<file path="src/pkg/gpcfg_map.svh">
`ifndef GPCFG_MAP_SVH
`define GPCFG_MAP_SVH
`define GPCFG_PIN_ENABLE_OFFSET    32'h01b00000
`define GPCFG_PIN_DIRECTION_OFFSET 32'h01b00004
`define GPCFG_PIN_ENABLE_RESET     16'h0000
`define GPCFG_PIN_DIRECTION_RESET  16'h0000
`define GPCFG_PIN_COUNT            16
`define GPCFG_RESP_OKAY            2'h0
`define GPCFG_RESP_SLVERR          2'h2
`endif

</file>
<file path="src/pkg/gpcfg_pkg.sv">
package gpcfg_pkg;
   typedef enum logic [1:0] {GPCFG_REG_ENABLE, GPCFG_REG_DIRECTION, GPCFG_REG_NONE} gpcfg_reg_e;
   typedef logic [15:0] gpcfg_pins_t;
   typedef struct packed {
      gpcfg_pins_t pin_enable_register;
      gpcfg_pins_t pin_direction_register;
      gpcfg_pins_t pins_out;
      gpcfg_pins_t pins_oe;
      gpcfg_pins_t pins_in;
      logic        awready;
      logic        wready;
      logic        aw_held;
      logic        w_held;
      logic [31:0] aw_addr;
      logic [31:0] w_data;
      logic [3:0]  w_strb;
      logic        bvalid;
      logic [1:0]  bresp;
      logic        arready;
      logic        rvalid;
      logic [31:0] rdata;
      logic [1:0]  rresp;
   } gpcfg_state_s;
endpackage

</file>
<file path="src/hdl/gpcfg_top.sv">
`timescale 1ns/1ns
`default_nettype none
`include "gpcfg_map.svh"
// What this block does
// RL1: Each of sixteen pins has an enable bit; pin is general-purpose only when 1.
// RL2: Direction bit 0 makes an enabled pin an input, never driven.
// RL3: Direction bit 1 makes an enabled pin a driven output.
// RL4: Direction only matters while the matching enable bit is 1.
// RL5: After reset every pin is an input; direction bits read zero. Enable also resets to 0 here, so each pin follows alt_oe.
// RL6: Enable register at 01B00000, direction at 01B00004, both read/write.
// RL7: Disabled pins are left to the alternate function or undriven.
module gpcfg_top
   import gpcfg_pkg::*;
(
   // Clock and reset
   input  wire logic        clk,
   input  wire logic        reset_n,
   input  wire logic        clk_en,
   // AXI4-Lite write
   input  wire logic [31:0] s_axi_awaddr,
   input  wire logic        s_axi_awvalid,
   output var  logic        s_axi_awready,
   input  wire logic [31:0] s_axi_wdata,
   input  wire logic [3:0]  s_axi_wstrb,
   input  wire logic        s_axi_wvalid,
   output var  logic        s_axi_wready,
   output var  logic [1:0]  s_axi_bresp,
   output var  logic        s_axi_bvalid,
   input  wire logic        s_axi_bready,
   // AXI4-Lite read
   input  wire logic [31:0] s_axi_araddr,
   input  wire logic        s_axi_arvalid,
   output var  logic        s_axi_arready,
   output var  logic [31:0] s_axi_rdata,
   output var  logic [1:0]  s_axi_rresp,
   output var  logic        s_axi_rvalid,
   input  wire logic        s_axi_rready,
   // Alternate function sharing the pins
   input  wire logic [15:0] alt_out,
   input  wire logic [15:0] alt_oe,
   // General-purpose pins
   input  wire logic [15:0] general_io_pins_in,
   output var  logic [15:0] general_io_pins_out,
   output var  logic [15:0] general_io_pins_oe,
   // Configuration and sampled input
   output var  logic [15:0] pin_enable_bit,
   output var  logic [15:0] pin_direction_bit,
   output var  logic [15:0] gpio_in_value
);

   gpcfg_state_s state_q;
   gpcfg_state_s state_d;

   function automatic gpcfg_reg_e decode(input logic [31:0] addr);
      if (addr == `GPCFG_PIN_ENABLE_OFFSET)
         decode = GPCFG_REG_ENABLE; // RL6
      else if (addr == `GPCFG_PIN_DIRECTION_OFFSET)
         decode = GPCFG_REG_DIRECTION; // RL6
      else
         decode = GPCFG_REG_NONE;
   endfunction

   function automatic logic [15:0] merge(input logic [15:0] old, input logic [31:0] data,
                                          input logic [3:0] strb);
      merge = old;
      if (strb[0])
         merge[7:0] = data[7:0];
      if (strb[1])
         merge[15:8] = data[15:8];
   endfunction

   logic        wr_go;
   gpcfg_reg_e  wr_sel;
   gpcfg_reg_e  rd_sel;

   // Per-pin next drive, built one slice per pin below
   wire logic [15:0] pins_oe_d;
   wire logic [15:0] pins_out_d;

   always_comb
   begin
      wr_go  = state_q.aw_held && state_q.w_held && !state_q.bvalid;
      wr_sel = decode(state_q.aw_addr);
      rd_sel = decode(s_axi_araddr);
      state_d = state_q;
      // Address and data are latched separately so either may come first
      if (s_axi_awvalid && state_q.awready)
      begin
         state_d.aw_addr = s_axi_awaddr;
         state_d.aw_held = 1'b1;
         state_d.awready = 1'b0;
      end
      if (s_axi_wvalid && state_q.wready)
      begin
         state_d.w_data = s_axi_wdata;
         state_d.w_strb = s_axi_wstrb;
         state_d.w_held = 1'b1;
         state_d.wready = 1'b0;
      end
      if (wr_go)
      begin
         state_d.bvalid = 1'b1;
         state_d.bresp  = `GPCFG_RESP_OKAY;
         case (wr_sel)
            GPCFG_REG_ENABLE:
               state_d.pin_enable_register =
                  merge(state_q.pin_enable_register, state_q.w_data, state_q.w_strb); // RL6
            GPCFG_REG_DIRECTION:
               state_d.pin_direction_register =
                  merge(state_q.pin_direction_register, state_q.w_data, state_q.w_strb); // RL6
            default:
               state_d.bresp = `GPCFG_RESP_SLVERR;
         endcase
      end
      if (state_q.bvalid && s_axi_bready)
      begin
         state_d.bvalid  = 1'b0;
         state_d.aw_held = 1'b0;
         state_d.w_held  = 1'b0;
         state_d.awready = 1'b1;
         state_d.wready  = 1'b1;
      end
      // Read: one outstanding, arready drops while the answer waits
      if (s_axi_arvalid && state_q.arready)
      begin
         state_d.arready = 1'b0;
         state_d.rvalid  = 1'b1;
         state_d.rresp   = `GPCFG_RESP_OKAY;
         case (rd_sel)
            GPCFG_REG_ENABLE:
               state_d.rdata = {16'h0000, state_q.pin_enable_register}; // RL6
            GPCFG_REG_DIRECTION:
               state_d.rdata = {16'h0000, state_q.pin_direction_register}; // RL6
            default:
            begin
               state_d.rdata = 32'h00000000;
               state_d.rresp = `GPCFG_RESP_SLVERR;
            end
         endcase
      end
      if (state_q.rvalid && s_axi_rready)
      begin
         state_d.rvalid  = 1'b0;
         state_d.arready = 1'b1;
      end
      // Pin drive comes from the per-pin slices
      state_d.pins_oe  = pins_oe_d; // RL2 RL3
      state_d.pins_out = pins_out_d; // RL7
      // Enabled inputs are sampled; others read as zero
      state_d.pins_in = general_io_pins_in & state_q.pin_enable_register &
                        ~state_q.pin_direction_register; // RL2
   end

   always_ff @(posedge clk)
   begin
      // Reset is not gated by clk_en so a frozen block still returns to a known state
      if (!reset_n)
      begin
         state_q                        <= '0;
         state_q.pin_enable_register    <= `GPCFG_PIN_ENABLE_RESET;
         state_q.pin_direction_register <= `GPCFG_PIN_DIRECTION_RESET; // RL5
         state_q.awready                <= 1'b1;
         state_q.wready                 <= 1'b1;
         state_q.arready                <= 1'b1;
      end
      else if (clk_en)
         state_q <= state_d;
   end

   // Readies keep their value while frozen: a master must not hand over while clk_en is low
   assign s_axi_awready       = state_q.awready;
   assign s_axi_wready        = state_q.wready;
   assign s_axi_bvalid        = state_q.bvalid;
   assign s_axi_bresp         = state_q.bresp;
   assign s_axi_arready       = state_q.arready;
   assign s_axi_rvalid        = state_q.rvalid;
   assign s_axi_rdata         = state_q.rdata;
   assign s_axi_rresp         = state_q.rresp;
   assign general_io_pins_out = state_q.pins_out;
   assign general_io_pins_oe  = state_q.pins_oe;
   assign pin_enable_bit      = state_q.pin_enable_register;
   assign pin_direction_bit   = state_q.pin_direction_register;
   assign gpio_in_value       = state_q.pins_in;

   // One slice per pin; a disabled pin hands its pad to the alternate function
   for (genvar g = 0; g < `GPCFG_PIN_COUNT; g++)
   begin : g_pin
      // Enabled outputs drive 0 because this block holds no output data register
      assign pins_oe_d[g]  = state_q.pin_enable_register[g] ? // RL1 RL4
                             state_q.pin_direction_register[g] : alt_oe[g]; // RL2 RL3
      assign pins_out_d[g] = state_q.pin_enable_register[g] ? 1'b0 : alt_out[g]; // RL7

   end
endmodule
`default_nettype wire

</file>
<file path="config.mk">
export PLATFORM = sky130hd
export DESIGN_NAME = gpcfg_top
export DESIGN_NICKNAME = d
export VERILOG_FILES = /design/src/pkg/gpcfg_pkg.sv /design/src/hdl/gpcfg_top.sv
export VERILOG_INCLUDE_DIRS = /design/src /design/src/pkg
export SDC_FILE = /design/constraint.sdc
export NUM_CORES = 1
export LEC_CHECK = 0
export BUFFER_PORTS_ARGS = -buffer_cell sky130_fd_sc_hd__buf_4
export CAP_MARGIN = 30
export CORE_ASPECT_RATIO = 0.5
export CORE_MARGIN = 3
export CORE_UTILIZATION = 50
export DETAILED_ROUTE_END_ITERATION = 16
export PLACE_DENSITY = 0.81
export SYNTH_ARGS = -nofsm -noshare
export SYNTH_HDL_FRONTEND = slang
export SYNTH_SLANG_ARGS = --single-unit
</file>
<file path="constraint.sdc">
create_clock -name clk -period 2.41 [get_ports clk]
set_clock_uncertainty 0.15 [all_clocks]
set_input_delay 0.1205 -clock clk [delete_from_list [all_inputs] [get_ports clk]]
set_output_delay 0.1205 -clock clk [all_outputs]
set_load 0.005 [all_outputs]
</file>
==> impl_metrics.env <==
export IMPL_area_growth_pct=37.9
export IMPL_fin_area_sq_mm=0.0103
export IMPL_cts_buffers=17
export IMPL_ir_drop_v=0.000618
export IMPL_setup_tns_ns=0
export IMPL_coreArea_sq_mm=0.0140
export IMPL_muxShareOfSynthArea_pct=8.61
export IMPL_grt_max_degree=67
export IMPL_synth_compound_area_share_pct=12.9
export IMPL_grt_pass1_wl_um=33600
export IMPL_path_max_fanout=3
export IMPL_synthCells=816
export IMPL_drive_gt1_share_pct=28.0
export IMPL_max_freq_mhz=509
export IMPL_place_gp_congestion=0.801
export IMPL_cts_tree="built"
export IMPL_dieArea_sq_mm=0.0165
export IMPL_setup_worst_path_end_class="flop"
export IMPL_antenna_found_initial=1
export IMPL_startpoint_type="input port"
export IMPL_synthArstFlopShare_pct=0
export IMPL_cts_reportedPaths_clkPinSlew_ns=0.07
export IMPL_vias_per_cell=5.18
export IMPL_yosys_area_share_simple_pct=22.5
export IMPL_synth_top_family_by_area="simple AND/OR/NAND/NOR gates"
export IMPL_r2r_end="pin_enable_bit[10]"
export IMPL_required_ns=2.57
export IMPL_min_to="state_q[107]"
export IMPL_grt_pass1_vias=6710
export IMPL_die_width_um=179
export IMPL_outcome="complete, no violations"
export IMPL_crit_type="input port to flop"
export IMPL_p_per_area_mw_per_mm2=579
export IMPL_worst_pin_slew_ns=0.806
export IMPL_antenna_left=0
export IMPL_fillers=927
export IMPL_h_tree_depth=4
export IMPL_mostFrequentLayoutCell="buf_4"
export IMPL_pin_count=277
export IMPL_multi_input_area_sq_mm=0.00334
export IMPL_cts_root_buffer="clkbuf_16"
export IMPL_start_util_pct=53.0
export IMPL_hold_path_depth=4
export IMPL_crit_arrival_ns=2.12
export IMPL_fin_crit_ns=1.96
export IMPL_wl_per_cell_um=17.0
export IMPL_power_mw=5.94
export IMPL_grt_usage_pct=25.5
export IMPL_vias=6522
export IMPL_hold_violations=0
export IMPL_dr_pass1_iters=5
export IMPL_dp_slack_ns=0.492
export IMPL_maxCapViolations=0
export IMPL_first_iter_violations=401
export IMPL_relSlewSlack_pct=46.1
export IMPL_cts_num_sinks=155
export IMPL_layout_setup_ws_ns=0.446
export IMPL_r2r_start="state_q[76]"
export IMPL_layout_common_cells="buf_4 (253), nand2_1 (188), dfxtp_1 (155)"
export IMPL_total_leakage_power_nw=4.29
export IMPL_yosysUniqueCellTypes=35
export IMPL_clk_latency_ns=0.42
export IMPL_portBuffers=240
export IMPL_rsz0062_at_grt="false"
export IMPL_overflow=0
export IMPL_rows=30
export IMPL_syn_area_per_cell_sq_um=9.12
export IMPL_hold_class="input port to flop"
export IMPL_syn_area_sq_mm=0.00744
export IMPL_yosysSeqAreaShare_pct=41.7
export IMPL_dp_hpwl_um=13600
export IMPL_max_clock_path_buffers=2
export IMPL_r2r_slack_ns=0.49
export IMPL_hp_start="clk_en"
export IMPL_detail_route_wirelength_um=21400
export IMPL_post_cts_resized=0
export IMPL_ys_dominant_reg_cell="dfxtp_1"
export IMPL_synth_xor_area_share_pct=0
export IMPL_synth_edff_count=0
export IMPL_ys_ff_latch=155
export IMPL_rr_worst_depth=5
export IMPL_register_area_sq_mm=0.00310
export IMPL_yosys_warnings=0
export IMPL_final_nets=1208
export IMPL_fin_crit_sh_pct=81.5
export IMPL_finalSetupViolations=0
export IMPL_place_area_sq_mm=0.00861
export IMPL_fp_dieH_um=92.3
export IMPL_yosys_area_share_adder_pct=0
export IMPL_drc=0
export IMPL_slew_violations=0
## flip-flops by register name (all words and copies together) (netlist names)
signal and cells:
s_axi_rdata 16, s_axi_awready 1, s_axi_bresp 1, gpio_in_value 16
pin_enable_bit 16, s_axi_wready 1, general_io_pins_out 16, s_axi_bvalid 1
s_axi_arready 1, pin_direction_bit 16, s_axi_rvalid 1, state_q 52
general_io_pins_oe 16, s_axi_rresp 1
## area by class of cell
| cell class | instances | share of cell area (%) |
|---|---|---|
| Antenna cell | 1 | 0.0244 |
| Inverter | 1 | 0.0366 |
| Clock buffer | 19 | 4.32 |
| Tap cell | 192 | 2.34 |
| Clock inverter | 13 | 1.06 |
| Multi-Input combinational cell | 514 | 32.6 |
| Timing Repair Buffer | 363 | 29.4 |
| Sequential cell | 155 | 30.3 |
## metal layers
metal,routed length (um),track usage (%),vias up
li1,-,-,3112
met2,11000,46.4,240
met5,0,0,-
met3,1190,5.29,66
met4,654,10.9,0
met1,8610,28.9,3104
## power breakdown
| group | total, mW | internal, mW | switching [mW] |
|---|---|---|---|
| combinational | 0.717 | 0.420 | 0.297 |
| sequential | 2.70 | 2.64 | 0.0553 |
| clock | 2.52 | 1.38 | 1.15 |
| total | 5.94 | 4.44 | 1.50 |
## synth_stat cells (5+ instances only)
| cell type | count | share of area [%] |
|---|---|---|
| nand2_1 | 188 | 9.5 |
| dfxtp_1 | 155 | 42 |
| buf_4 | 117 | 12 |
| a21boi_0 | 82 | 8.3 |
| mux2i_1 | 64 | 8.6 |
| clkbuf_1 | 44 | 2.2 |
| nand2b_1 | 35 | 2.9 |
| and2_1 | 16 | 1.3 |
| nand3b_1 | 16 | 1.6 |
| nand4b_1 | 16 | 1.9 |
| o211a_1 | 16 | 2.2 |
| o41ai_1 | 16 | 1.9 |
| nor4_4 | 7 | 2.0 |
| nor4_1 | 6 | 0.50 |
| nand3_1 | 5 | 0.34 |
| nor2_1 | 5 | 0.25 |
## what timing repair did
action | in CTS | in global routing
buffers inserted | 0 | 0
hold buffers | 109 | 0
endpoints found under the hold margin | 105 | 0
## how the worst max path moves through the flow
stage                  start                    to  slack [ns]  depth (start not counted)
6_report       s_axi_awvalid         s_axi_awready        0.45                          6
5_1_grt          state_q[75]    pin_enable_bit[13]        0.33                          5
4_1_cts          state_q[76]    pin_enable_bit[10]        0.46                          5
3_5_place_dp     state_q[76]     pin_enable_bit[5]        0.49                          5
3_3_place_gp     state_q[76]  pin_direction_bit[8]        0.60                          5
2_1_floorplan    state_q[84]  pin_direction_bit[0]        0.57                          4
## through the flow
| stage | utilization, % | instances | hold slack (ns) |
|---|---|---|---|
| 2_1_floorplan | - | 833 | 0.115 |
| 3_3_place_gp | 61.3 | 1116 | 0.233 |
| 3_5_place_dp | 61.3 | 1116 | 0.240 |
| 4_1_cts | 73.0 | 1257 | 0.00802 |
| 5_1_grt | 73.1 | 1258 | 0.0674 |
| 6_report | 73.1 | 1258 | 0.0384 |
## worst max-delay path: stages
cell and delay, ns:
dlygate4sd3_1 0.55, buf_4 0.13, nand2_1 0.04, dlygate4sd3_1 0.55
a21o_1 0.18, dlygate4sd3_1 0.55
## cell families after synthesis
family	count (synthesis)
DFF	155
and+or+nand+nor	311
buffers and inverters	164
muxes	64
other	1
AOI/OAI and AO/OA	121
(Power assumes the default switching activity.)
